**src/gse_pkg.sv**
```systemverilog
// constants and types of the graphics engine setup registers
package gse_pkg;
   // ------------------------------------------------------------
   // register offsets from the graphics base
   // ------------------------------------------------------------
   localparam logic [15:0] OFS_DEST_START    = 16'h8100;
   localparam logic [15:0] OFS_SIZE_LENGTH   = 16'h8104;
   localparam logic [15:0] OFS_SOURCE_ERROR  = 16'h8108;
   localparam logic [15:0] OFS_LINE_TRIGGER  = 16'h8204;
   localparam logic [15:0] OFS_BLOCK_TRIGGER = 16'h8208;
   localparam logic [15:0] OFS_STATUS_CONFIG = 16'h820C;
   localparam logic [15:0] OFS_LEGACY_WINDOW = 16'h8210;
   localparam logic [15:0] OFS_LEGACY_LATCH  = 16'h8214;

   // ------------------------------------------------------------
   // reset values
   // ------------------------------------------------------------
   localparam logic [31:0] RST_PARAM         = 32'h0000_0000;
   localparam logic [31:0] RST_LEGACY        = 32'h0000_0000;

   // ------------------------------------------------------------
   // field positions
   // ------------------------------------------------------------
   localparam int HI_MSB       = 31;
   localparam int HI_LSB       = 16;
   localparam int LO_MSB       = 15;
   localparam int LEN_MSB      = 29;
   localparam int LINE_Y_MAJOR = 0;
   localparam int LINE_X_NEG   = 1;
   localparam int LINE_Y_NEG   = 2;
   localparam int ST_BUSY      = 0;
   localparam int ST_BLOCK     = 1;
   localparam int ST_LINE      = 2;
   localparam int ST_REFUSED   = 3;
   localparam int CFG_LSB      = 8;

   // ------------------------------------------------------------
   // engine states, gray along idle -> block -> line
   // ------------------------------------------------------------
   typedef enum logic [1:0] {
      GSE_IDLE  = 2'h0,
      GSE_BLOCK = 2'h1,
      GSE_LINE  = 2'h3
   } gse_state_t;
endpackage

```
**src/gse_top.sv**
```systemverilog
// graphics engine setup registers, trigger logic and pixel stepper
// Functional notes
// RULE_01: writing the line trigger register starts a line with current parameters
// RULE_02: writing the block trigger register starts a block transfer with current parameters
// RULE_03: status register keeps configuration; status flags live in the low byte
// RULE_04: destination upper half is signed Y, destination or line start
// RULE_05: destination lower half is signed X, destination or line start
// RULE_06: block width is size upper half; zero width renders nothing
// RULE_07: line length is 14 bits; size bits 31 and 30 are ignored
// RULE_08: block height is size lower half; zero height renders nothing
// RULE_09: in line mode size lower half is the initial error term
// RULE_10: source upper half is signed source X or axial error increment
// RULE_11: source lower half is signed source Y or diagonal error increment
// RULE_12: legacy window register holds legacy display offset in graphics memory
// RULE_13: legacy latch register reads and writes the legacy display latch
// RULE_14: parameter, trigger and status registers read zero after reset
// RULE_15: parameter registers keep their values after an operation starts
`timescale 1ns/1ps
module gse_top (
   input  wire logic        clk_sys,              // system clock, 200 MHz
   input  wire logic        rst_n,                // asynchronous reset, active low
   input  wire logic [15:0] reg_addr,             // byte offset from graphics base
   input  wire logic        reg_wr,               // write strobe
   input  wire logic        reg_rd,               // read strobe
   input  wire logic [3:0]  reg_be,               // byte enables of a write
   input  wire logic [31:0] reg_wdata,            // write data
   output logic      [31:0] reg_rdata,            // read data, one cycle after reg_rd
   output logic             reg_rvalid,           // read data valid pulse
   output logic      [31:0] legacy_window_offset, // legacy display window offset
   output logic             latch_wr_pulse,       // load pulse to legacy latch
   output logic      [31:0] latch_wdata,          // data for legacy latch
   input  wire logic [31:0] latch_rdata,          // current legacy latch contents
   output logic             pix_valid,            // pixel request valid
   input  wire logic        pix_ready,            // pixel sink accepts
   output logic             pix_line,             // pixel belongs to a line
   output logic      [15:0] pix_x,                // destination x, signed
   output logic      [15:0] pix_y,                // destination y, signed
   output logic      [15:0] pix_src_x,            // source x, signed
   output logic      [15:0] pix_src_y             // source y, signed
);

   // ------------------------------------------------------------
   // reset release
   // ------------------------------------------------------------
   logic rst_meta_reg;
   logic rst_sync_reg;

   always_ff @(posedge clk_sys or negedge rst_n) begin
      if (!rst_n) begin
         rst_meta_reg <= 1'b0;
         rst_sync_reg <= 1'b0;
      end else begin
         rst_meta_reg <= 1'b1;
         rst_sync_reg <= rst_meta_reg;
      end
   end

   // ------------------------------------------------------------
   // byte lane mask
   // ------------------------------------------------------------
   logic [31:0] wmask;

   genvar lane;
   generate
      for (lane = 0; lane < 4; lane++) begin : g_lane
         assign wmask[lane*8 +: 8] = {8{reg_be[lane]}};
      end
   endgenerate

   // ------------------------------------------------------------
   // state
   // ------------------------------------------------------------
   logic [31:0]        dest_reg,    dest_next;
   logic [31:0]        size_reg,    size_next;
   logic [31:0]        source_reg,  source_next;
   logic [31:0]        line_reg,    line_next;
   logic [31:0]        block_reg,   block_next;
   logic [31:0]        cfg_reg,     cfg_next;
   logic               refused_reg, refused_next;
   logic [31:0]        window_reg,  window_next;
   logic [31:0]        latchw_reg,  latchw_next;
   logic               latchp_reg,  latchp_next;
   logic [31:0]        rdata_reg,   rdata_next;
   logic               rvalid_reg,  rvalid_next;
   gse_pkg::gse_state_t state_reg,  state_next;
   logic [15:0]        x_reg,       x_next;
   logic [15:0]        y_reg,       y_next;
   logic [15:0]        sx_reg,      sx_next;
   logic [15:0]        sy_reg,      sy_next;
   logic [15:0]        col_reg,     col_next;
   logic [15:0]        row_reg,     row_next;
   logic [15:0]        w_reg,       w_next;
   logic [15:0]        h_reg,       h_next;
   logic [15:0]        x0_reg,      x0_next;
   logic [15:0]        sx0_reg,     sx0_next;
   logic signed [15:0] err_reg,     err_next;
   logic [15:0]        axial_reg,   axial_next;
   logic [15:0]        diag_reg,    diag_next;
   logic [2:0]         dir_reg,     dir_next;

   logic        wr_hit;
   logic        idle;
   logic [31:0] status_word;
   logic [15:0] line_len;
   logic [15:0] xstep;
   logic [15:0] ystep;

   assign idle        = (state_reg == gse_pkg::GSE_IDLE);
   assign line_len    = {2'h0, size_reg[gse_pkg::LEN_MSB:gse_pkg::HI_LSB]};      // see RULE_07
   assign xstep       = dir_reg[gse_pkg::LINE_X_NEG] ? 16'hFFFF : 16'h0001;
   assign ystep       = dir_reg[gse_pkg::LINE_Y_NEG] ? 16'hFFFF : 16'h0001;
   assign wr_hit      = reg_wr;

   // status flags in the low byte, configuration above it
   always_comb begin
      status_word                      = {cfg_reg[31:gse_pkg::CFG_LSB], 8'h00}; // see RULE_03
      status_word[gse_pkg::ST_BUSY]    = !idle;
      status_word[gse_pkg::ST_BLOCK]   = (state_reg == gse_pkg::GSE_BLOCK);
      status_word[gse_pkg::ST_LINE]    = (state_reg == gse_pkg::GSE_LINE);
      status_word[gse_pkg::ST_REFUSED] = refused_reg;
   end

   // ------------------------------------------------------------
   // next values
   // ------------------------------------------------------------
   always_comb begin
      dest_next    = dest_reg;
      size_next    = size_reg;
      source_next  = source_reg;
      line_next    = line_reg;
      block_next   = block_reg;
      cfg_next     = cfg_reg;
      refused_next = refused_reg;
      window_next  = window_reg;
      latchw_next  = latchw_reg;
      latchp_next  = 1'b0;
      rdata_next   = rdata_reg;
      rvalid_next  = reg_rd;
      state_next   = state_reg;
      x_next       = x_reg;
      y_next       = y_reg;
      sx_next      = sx_reg;
      sy_next      = sy_reg;
      col_next     = col_reg;
      row_next     = row_reg;
      w_next       = w_reg;
      h_next       = h_reg;
      x0_next      = x0_reg;
      sx0_next     = sx0_reg;
      err_next     = err_reg;
      axial_next   = axial_reg;
      diag_next    = diag_reg;
      dir_next     = dir_reg;

      // pixel stepping
      unique case (state_reg)
         gse_pkg::GSE_IDLE: begin
         end
         gse_pkg::GSE_BLOCK: begin
            if (pix_ready) begin
               if (col_reg == w_reg - 16'h0001) begin
                  col_next = 16'h0000;
                  x_next   = x0_reg;
                  sx_next  = sx0_reg;
                  y_next   = y_reg + 16'h0001;
                  sy_next  = sy_reg + 16'h0001;
                  row_next = row_reg + 16'h0001;
                  if (row_reg == h_reg - 16'h0001) begin
                     state_next = gse_pkg::GSE_IDLE;
                  end
               end else begin
                  col_next = col_reg + 16'h0001;
                  x_next   = x_reg + 16'h0001;
                  sx_next  = sx_reg + 16'h0001;
               end
            end
         end
         gse_pkg::GSE_LINE: begin
            if (pix_ready) begin
               col_next = col_reg - 16'h0001;
               if (col_reg == 16'h0001) begin
                  state_next = gse_pkg::GSE_IDLE;
               end
               // major axis steps always, minor axis on a diagonal step
               if (dir_reg[gse_pkg::LINE_Y_MAJOR] || !err_reg[15]) begin
                  y_next = y_reg + ystep;
               end
               if (!dir_reg[gse_pkg::LINE_Y_MAJOR] || !err_reg[15]) begin
                  x_next = x_reg + xstep;
               end
               if (!err_reg[15]) begin
                  err_next = err_reg + $signed(diag_reg);                      // see RULE_11
               end else begin
                  err_next = err_reg + $signed(axial_reg);                     // see RULE_10
               end
            end
         end
      endcase

      // register writes, parameters are copied so they survive a start
      if (wr_hit) begin
         unique case (reg_addr)
            gse_pkg::OFS_DEST_START: begin
               dest_next = (dest_reg & ~wmask) | (reg_wdata & wmask);          // see RULE_15
            end
            gse_pkg::OFS_SIZE_LENGTH: begin
               size_next = (size_reg & ~wmask) | (reg_wdata & wmask);
            end
            gse_pkg::OFS_SOURCE_ERROR: begin
               source_next = (source_reg & ~wmask) | (reg_wdata & wmask);
            end
            gse_pkg::OFS_LINE_TRIGGER: begin
               line_next = (line_reg & ~wmask) | (reg_wdata & wmask);
               if (!idle) begin
                  refused_next = 1'b1;
               end else if (line_len != 16'h0000) begin                        // see RULE_01
                  state_next = gse_pkg::GSE_LINE;
                  x_next     = dest_reg[gse_pkg::LO_MSB:0];                    // see RULE_05
                  y_next     = dest_reg[gse_pkg::HI_MSB:gse_pkg::HI_LSB];      // see RULE_04
                  col_next   = line_len;                                       // see RULE_07
                  err_next   = $signed(size_reg[gse_pkg::LO_MSB:0]);           // see RULE_09
                  axial_next = source_reg[gse_pkg::HI_MSB:gse_pkg::HI_LSB];    // see RULE_10
                  diag_next  = source_reg[gse_pkg::LO_MSB:0];                  // see RULE_11
                  dir_next   = line_next[2:0];
               end
            end
            gse_pkg::OFS_BLOCK_TRIGGER: begin
               block_next = (block_reg & ~wmask) | (reg_wdata & wmask);
               if (!idle) begin
                  refused_next = 1'b1;
               end else if (size_reg[gse_pkg::HI_MSB:gse_pkg::HI_LSB] != 16'h0000 // see RULE_06
                            && size_reg[gse_pkg::LO_MSB:0] != 16'h0000) begin  // see RULE_08
                  state_next = gse_pkg::GSE_BLOCK;                             // see RULE_02
                  x_next     = dest_reg[gse_pkg::LO_MSB:0];                    // see RULE_05
                  y_next     = dest_reg[gse_pkg::HI_MSB:gse_pkg::HI_LSB];      // see RULE_04
                  x0_next    = dest_reg[gse_pkg::LO_MSB:0];
                  sx_next    = source_reg[gse_pkg::HI_MSB:gse_pkg::HI_LSB];    // see RULE_10
                  sx0_next   = source_reg[gse_pkg::HI_MSB:gse_pkg::HI_LSB];
                  sy_next    = source_reg[gse_pkg::LO_MSB:0];                  // see RULE_11
                  w_next     = size_reg[gse_pkg::HI_MSB:gse_pkg::HI_LSB];      // see RULE_06
                  h_next     = size_reg[gse_pkg::LO_MSB:0];                    // see RULE_08
                  col_next   = 16'h0000;
                  row_next   = 16'h0000;
               end
            end
            gse_pkg::OFS_STATUS_CONFIG: begin
               cfg_next = (cfg_reg & ~wmask) | (reg_wdata & wmask);            // see RULE_03
               if (reg_be[0] && reg_wdata[gse_pkg::ST_REFUSED]) begin
                  refused_next = 1'b0;
               end
            end
            gse_pkg::OFS_LEGACY_WINDOW: begin
               window_next = (window_reg & ~wmask) | (reg_wdata & wmask);      // see RULE_12
            end
            gse_pkg::OFS_LEGACY_LATCH: begin
               latchw_next = (latch_rdata & ~wmask) | (reg_wdata & wmask);     // see RULE_13
               latchp_next = 1'b1;
            end
            default: begin
            end
         endcase
      end

      // register reads, unmapped offsets read zero
      if (reg_rd) begin
         unique case (reg_addr)
            gse_pkg::OFS_DEST_START:    rdata_next = dest_reg;
            gse_pkg::OFS_SIZE_LENGTH:   rdata_next = size_reg;
            gse_pkg::OFS_SOURCE_ERROR:  rdata_next = source_reg;
            gse_pkg::OFS_LINE_TRIGGER:  rdata_next = line_reg;
            gse_pkg::OFS_BLOCK_TRIGGER: rdata_next = block_reg;
            gse_pkg::OFS_STATUS_CONFIG: rdata_next = status_word;              // see RULE_03
            gse_pkg::OFS_LEGACY_WINDOW: rdata_next = window_reg;               // see RULE_12
            gse_pkg::OFS_LEGACY_LATCH:  rdata_next = latch_rdata;              // see RULE_13
            default:                    rdata_next = 32'h0000_0000;
         endcase
      end
   end

   // ------------------------------------------------------------
   // registers
   // ------------------------------------------------------------
   always_ff @(posedge clk_sys or negedge rst_sync_reg) begin
      if (!rst_sync_reg) begin
         dest_reg    <= gse_pkg::RST_PARAM;                                    // see RULE_14
         size_reg    <= gse_pkg::RST_PARAM;
         source_reg  <= gse_pkg::RST_PARAM;
         line_reg    <= gse_pkg::RST_PARAM;
         block_reg   <= gse_pkg::RST_PARAM;
         cfg_reg     <= gse_pkg::RST_PARAM;
         refused_reg <= 1'b0;
         window_reg  <= gse_pkg::RST_LEGACY;
         latchw_reg  <= gse_pkg::RST_LEGACY;
         latchp_reg  <= 1'b0;
         rdata_reg   <= 32'h0000_0000;
         rvalid_reg  <= 1'b0;
         state_reg   <= gse_pkg::GSE_IDLE;
         x_reg       <= 16'h0000;
         y_reg       <= 16'h0000;
         sx_reg      <= 16'h0000;
         sy_reg      <= 16'h0000;
         col_reg     <= 16'h0000;
         row_reg     <= 16'h0000;
         w_reg       <= 16'h0000;
         h_reg       <= 16'h0000;
         x0_reg      <= 16'h0000;
         sx0_reg     <= 16'h0000;
         err_reg     <= 16'sh0000;
         axial_reg   <= 16'h0000;
         diag_reg    <= 16'h0000;
         dir_reg     <= 3'h0;
      end else begin
         dest_reg    <= dest_next;
         size_reg    <= size_next;
         source_reg  <= source_next;
         line_reg    <= line_next;
         block_reg   <= block_next;
         cfg_reg     <= cfg_next;
         refused_reg <= refused_next;
         window_reg  <= window_next;
         latchw_reg  <= latchw_next;
         latchp_reg  <= latchp_next;
         rdata_reg   <= rdata_next;
         rvalid_reg  <= rvalid_next;
         state_reg   <= state_next;
         x_reg       <= x_next;
         y_reg       <= y_next;
         sx_reg      <= sx_next;
         sy_reg      <= sy_next;
         col_reg     <= col_next;
         row_reg     <= row_next;
         w_reg       <= w_next;
         h_reg       <= h_next;
         x0_reg      <= x0_next;
         sx0_reg     <= sx0_next;
         err_reg     <= err_next;
         axial_reg   <= axial_next;
         diag_reg    <= diag_next;
         dir_reg     <= dir_next;
      end
   end

   // ------------------------------------------------------------
   // outputs
   // ------------------------------------------------------------
   assign reg_rdata            = rdata_reg;
   assign reg_rvalid           = rvalid_reg;
   assign legacy_window_offset = window_reg;
   assign latch_wr_pulse       = latchp_reg;
   assign latch_wdata          = latchw_reg;
   assign pix_valid            = !idle;
   assign pix_line             = (state_reg == gse_pkg::GSE_LINE);
   assign pix_x                = x_reg;
   assign pix_y                = y_reg;
   assign pix_src_x            = sx_reg;
   assign pix_src_y            = sy_reg;

endmodule // gse_top

```
**config.mk**
```make
export PLATFORM = sky130hd
export DESIGN_NAME = gse_top
export DESIGN_NICKNAME = d
export VERILOG_FILES = /design/src/gse_pkg.sv /design/src/gse_top.sv
export SDC_FILE = /design/constraint.sdc
export NUM_CORES = 1
export LEC_CHECK = 0
export BUFFER_PORTS_ARGS = -buffer_cell sky130_fd_sc_hd__buf_4
export CAP_MARGIN = 20
export CORE_ASPECT_RATIO = 0.6
export CORE_MARGIN = 2
export CORE_UTILIZATION = 40
export DETAILED_ROUTE_END_ITERATION = 8
export GPL_TIMING_DRIVEN = 0
export PLACE_DENSITY = 0.64
export SYNTH_ARGS = -nofsm -noshare
export SYNTH_HDL_FRONTEND = slang
export SYNTH_SLANG_ARGS = --single-unit
export TNS_END_PERCENT = 50
```
**constraint.sdc**
```tcl
create_clock -name clk_sys -period 14.2 [get_ports clk_sys]
set_input_delay 0 -clock clk_sys [delete_from_list [all_inputs] [get_ports clk_sys]]
set_output_delay 0 -clock clk_sys [all_outputs]
set_load 0.03 [all_outputs]
```
==> impl_metrics.ini, run 1 <==
[run_status]
status = complete, no violations

[route]
vias = 24000
wirelength_um = 99200
via_per_inst = 5.86
firstDrtPassIters = 6
drtAntennaViolNets = 0
drc_errors = 0
wl_per_cell_um = 24.2
drtIter0Drc = 2816

[synthesis]
synth_common_cells = 498 x dfrtp_1, 497 x nand2_1, 236 x mux2_2
synth_cells = 2773
yosysTopAreaCell = dfrtp_1
syn_avg_cell_area_um2 = 9.62
yosysTopAreaCellShare = 0.467
yosysSeqAreaShare = 0.467
syn-num-nets = 2918
synth-main-ff-cell = dfrtp_1
synth.cell_area_mm2 = 0.0267
synthTopCellsByArea = dfrtp_1 47%, mux2_2 10%, nand2_1 7.0%
ys_ff_latch = 498
synthArstFlopShare = 1.00
synth_edf_count = 0
netlist-cell-type-count = 77
yosysWarningCount = 0
yosys.cell_count.top_type = dfrtp_1

[sta]
worst_slew_pin_slew_ps = 1060
rsz0062_at_grt = no
skew_ps = 29.0
setup_viol_count_final = 0
max_freq_mhz = 190
slew_viol_final = 0
slew_headroom = 0.288
fin_setup_tns_ps = 0
hold_viol_final = 0
period_needed_ps = 5260
period_share = 0.370

[setup_path]
crit_path_end_kind = flip-flop
startpoint_type = flip-flop
crit_fanout = 10
reg2reg_depth = 14
cp.required_ps = 14710
arrival_ps = 5760
path_class = reg2reg

[global_route]
track_usage = 0.282
grt_start_max_net_pins = 71
grt_pass1_wl_um = 146000
grt_pass1_vias = 22200
overflow = 0
antenna_found_initial = 2

[finish]
nNetsFinal = 3310
drive_gt1_frac = 0.184
areaGrowthSynthToFinish_pct = 21.1

[place]
place.gp.congestion = 0.971
dp_hpwl_um = 75700
io_buffers = 248

[floorplanning]
io_pins = 253
die_area_mm2 = 0.0688
core_area_mm2 = 0.0661
initial_utilization = 0.403
rows = 73
dieHeight_um = 204
die_x_um = 337

[clock_network]
cts_tree = built
cts_buffers = 46
clock_path_buffers = 3
postCtsResizedCells = 0
cts_max_level = 2
clk_pin_slew_worst_paths_ps = 70
clk_latency_ps = 600
hold_buffers = 84
clockRootBuffer = clkbuf_16
clock-sinks = 498
cts_setup_buffers = 0

[min_path]
hold_depth = 6
hp-class = in2reg

[job]
cap_viol_max_count = 0

[power_and_ir_drop]
leakagePower_nw = 15.2
power_density_mw_per_mm2 = 113
peakVddDrop_v = 0.0000830
finalPower_mw = 3.67
## stage by stage
| step | utilization | std cells | setup WS [ps] | cell area (um2) | hold WS, ps |
|---|---|---|---|---|---|
| 2_1_floorplan | - | 2773 | 6090 | 26700 | -296 |
| 3_3_place_gp | 0.449 | 3921 | 2630 | 29700 | -216 |
| 3_5_place_dp | 0.452 | 3931 | 9220 | 29900 | -216 |
| 4_1_cts | 0.488 | 4097 | 9200 | 32300 | 51.2 |
| 5_1_grt | 0.489 | 4099 | 8840 | 32300 | 86.6 |
| 6_report | 0.489 | 4101 | 8940 | 32300 | 67.0 |
## kinds of logic after synthesis
kind of cell | count (synthesis) | synth area share
and+or+nand+nor | 1014 | 0.173
muxes | 287 | 0.119
AOI/OAI and AO/OA | 584 | 0.144
other | 1 | 0.000141
adders and majority gates | 56 | 0.0271
xor gates and xnor gates | 117 | 0.0384
DFF | 498 | 0.467
buffers and inverters | 216 | 0.0310
## layout by cell type (no fill, tap or decap), drive strengths merged, types with 19 or more instances in the layout
cell           n
and3          61
xnor2         70
a21oi        115
inv           65
a222oi        62
nand4         26
clkbuf       201
nor2         178
o21ai        159
and2          21
buf          280
nand2        497
dlygate4sd3   84
mux2i         51
nor4          29
nand3         65
xor2          47
nor3          48
o22ai         48
a31oi         24
or3           19
ha            53
mux2         236
dfrtp        498
a22oi         37
## where the power goes
part	leakage, nW	internal [mW]	switching [mW]
sequential	6.80	1.47	0.0897
combinational	7.60	0.290	0.502
clock	0.761	0.732	0.581
## final timing paths
check,from,to,slack (ps)
max,w_reg[0]$_DFFE_PN0P_,pix_y[6]$_DFF_PN0_,8940
min reg2reg,rst_sync_reg$_DFF_PN0_,row_reg[11]$_DFF_PN0_,350
max in group asynchronous,rst_sync_reg$_DFF_PN0_,latch_wdata[26]$_DFFE_PN0P_,11800
min in group asynchronous,rst_n,rst_sync_reg$_DFF_PN0_,260
min,reg_addr[3],reg_rdata[31]$_DFFE_PN0P_,70
max reg2reg,w_reg[0]$_DFFE_PN0P_,pix_y[6]$_DFF_PN0_,8940
## worst max-delay path, stage by stage (launching register included)
cell	delay, ps
dfrtp_1	430
inv_1	100
ha_1	310
or4b_1	450
buf_2	190
or4_4	520
o211ai_2	110
o211ai_1	200
nor4_4	900
buf_2	510
clkbuf_1	750
nand4_1	250
nand2_1	110
o21ai_0	90
a211oi_1	230
## layout make-up
type | instances | area (um2)
clock inverter | 12 | 143
multi-input combinational | 2059 | 13400
fill | 6216 | 33800
sequential | 498 | 12500
clock buffer | 70 | 1400
timing repair buffer | 344 | 2960
buffer | 151 | 583
tap | 900 | 1130
inverter | 65 | 244
antenna | 2 | 5.00
## per-layer routing
| layer | part of all wire | global-route usage | vias to the layer above | wire [um] |
|---|---|---|---|---|
| met5 | 0 | 0 | - | 0 |
| met2 | 0.41 | 0.391 | 1125 | 40800 |
| met3 | 0.12 | 0.0969 | 126 | 11800 |
| li1 | - | - | 10800 | - |
| met4 | 0.022 | 0.0621 | 0 | 2170 |
| met1 | 0.45 | 0.420 | 11900 | 44500 |
Power figures use the tool's default switching activity.
==> run 2: changes to the inputs <==
--- a/config.mk
+++ b/config.mk
@@ -12,7 +12,7 @@
 export CORE_UTILIZATION = 40
 export DETAILED_ROUTE_END_ITERATION = 8
 export GPL_TIMING_DRIVEN = 0
-export PLACE_DENSITY = 0.64
+export PLACE_DENSITY = 0.62
 export SYNTH_ARGS = -nofsm -noshare
 export SYNTH_HDL_FRONTEND = slang
 export SYNTH_SLANG_ARGS = --single-unit
==> constraint.sdc (replaced) <==
create_clock -name clk_sys -period 4.84 [get_ports clk_sys]
set_input_delay 0 -clock clk_sys [delete_from_list [all_inputs] [get_ports clk_sys]]
set_output_delay 0 -clock clk_sys [all_outputs]
set_load 0.03 [all_outputs]
==> impl_metrics.ini, run 2 (synthesis results as in run 1) <==
[floorplanning]
rows = 73
die_x_um = 337
initial_utilization = 0.403
die_area_mm2 = 0.0688
dieHeight_um = 204
io_pins = 253
core_area_mm2 = 0.0661

[global_route]
grt_pass1_vias = 23900
overflow = 0
track_usage = 0.295
grt_use_met2 = 0.421
gr-usage-met1 = 0.456
grt_pass1_wl_um = 153000
use_met3 = 0.0608
grt.busiest_layer = met1
antenna_found_initial = 0
grt_start_max_net_pins = 77

[place]
placed_cells = 3930
dp_hpwl_um = 79500
dp_slack_ps = -230
placed_cell_area_mm2 = 0.0299
place.gp.congestion = 0.954
io_buffers = 248

[setup_path]
path_class = reg2reg
crit_start = w_reg[0]$_DFFE_PN0P_
endpoint = state_reg[0]$_DFF_PN0_
reg2reg_depth = 13
startpoint_type = flip-flop
r2r-start = w_reg[0]$_DFFE_PN0P_
arrival_ps = 5180
crit_fanout = 10
crit_path_end_kind = flip-flop
regToRegSetupSlack_ps = 120
reg2reg_to = state_reg[0]$_DFF_PN0_
cp.required_ps = 5300

[route]
wirelength_um = 104000
via_per_inst = 6.06
wl_per_cell_um = 25.2
vias = 24900
drtAntennaViolNets = 0
drc_errors = 0
firstDrtPassIters = 7
drtIter0Drc = 3349

[job]
cap_viol_max_count = 0

[clock_network]
clock-sinks = 498
cts_tree = built
clockRootBuffer = clkbuf_16
cts_buffers = 49
clk_pin_slew_worst_paths_ps = 70
clk_latency_ps = 600
cts_max_level = 2
clock_path_buffers = 3

[sta]
slew_headroom = 0.266
period_share = 0.976
hold_viol_final = 0
worst_slew_pin_slew_ps = 1100
rsz0062_at_grt = no
slew_viol_final = 0
max_freq_mhz = 212
setup_viol_count_final = 0
worst_slack_ps = 117
period_needed_ps = 4720
skew_ps = 16.1

[finish]
layout_common_cells = 497 x nand2_1, 497 x dfrtp_1, 249 x buf_4
final_area_mm2 = 0.0325
areaGrowthSynthToFinish_pct = 21.9
final_cells = 4109
drive_gt1_frac = 0.189
nNetsFinal = 3314
nFillCells = 6139

[power_and_ir_drop]
power_density_mw_per_mm2 = 343
peakVddDrop_v = 0.000218
leakagePower_nw = 15.3

[min_path]
hp-class = in2reg
worstHoldStart = reg_rd

[run_status]
status = complete, no violations
run 2: cell types whose count changed in the layout (fill, tap and decap cells not counted), sizes merged:
cell         change
buf              +2
dlygate4sd3      -1
diode            -1
clkinv           +4
clkbuf           +1
bufinv           +3
run 2: routing by layer:
layer	wire [um]	up-vias	part of all wire
met2	43500	1349	0.42
met3	10700	150	0.10
met5	0	-	0
li1	-	10800	-
met1	47300	12600	0.46
met4	2150	0	0.021
run 2: final cells by class:
type                    count  area, um2  area share
well taps                 900       1130      0.0346
multi-input cells        2059      13400       0.413
clock inverters            19        272     0.00835
clock buffers              71       1440      0.0443
flip-flops and latches    498      12500       0.384
repair buffers            345       2960      0.0910
plain buffers             151        584      0.0180
inverters                  65        244     0.00751
diodes                      1       2.50   0.0000770
run 2: what timing repair did:
action	in CTS	in global routing
hold endpoints to repair	288	0
buffers inserted	2	0
gates resized for setup	2	4
endpoints found under the setup margin	23	19
pin swaps	1	0
hold buffers	83	0
run 2: worst min-delay path by stage:
stage	endpoint	slack, ps	cells past startpoint
after floorplan	rst_meta_reg$_DFF_PN0_	-300	0
after global placement	rst_meta_reg$_DFF_PN0_	-220	1
after detailed placement	rst_meta_reg$_DFF_PN0_	-220	1
after CTS	latch_wdata[13]$_DFFE_PN0P_	50	3
after global routing	reg_rvalid$_DFF_PN0_	50	2
final	reg_rvalid$_DFF_PN0_	60	2
run 2: power breakdown:
part           internal, mW  switching [mW]  leakage [nW]  total [mW]
Sequential             4.31           0.322          6.80        4.64
Clock                  2.40            1.77         0.852        4.17
Combinational         0.849            1.51          7.61        2.36
Total                  7.56            3.61          15.3        11.2
run 2: worst max-delay path, stage by stage (launching register included):
cell      delay, ps
dfrtp_1         420
inv_1           100
ha_1            300
or4b_1          450
buf_2           180
or4_4           520
o211ai_2        110
o211ai_1        200
nor4_4          300
buf_12          170
buf_2           330
nand2_1         500
o31ai_1         840
nand3_1         130
run 2: metrics by stage:
step	util	power [mW]	setup TNS [ps]	hold slack (ps)
3_5_place_dp	0.452	6.94	-2320	-217
6_report	0.492	11.2	0	60.5
2_1_floorplan	-	6.01	-7740	-296
3_3_place_gp	0.449	6.86	-920030	-217
4_1_cts	0.491	11.1	0	47.1
5_1_grt	0.491	11.6	0	47.6
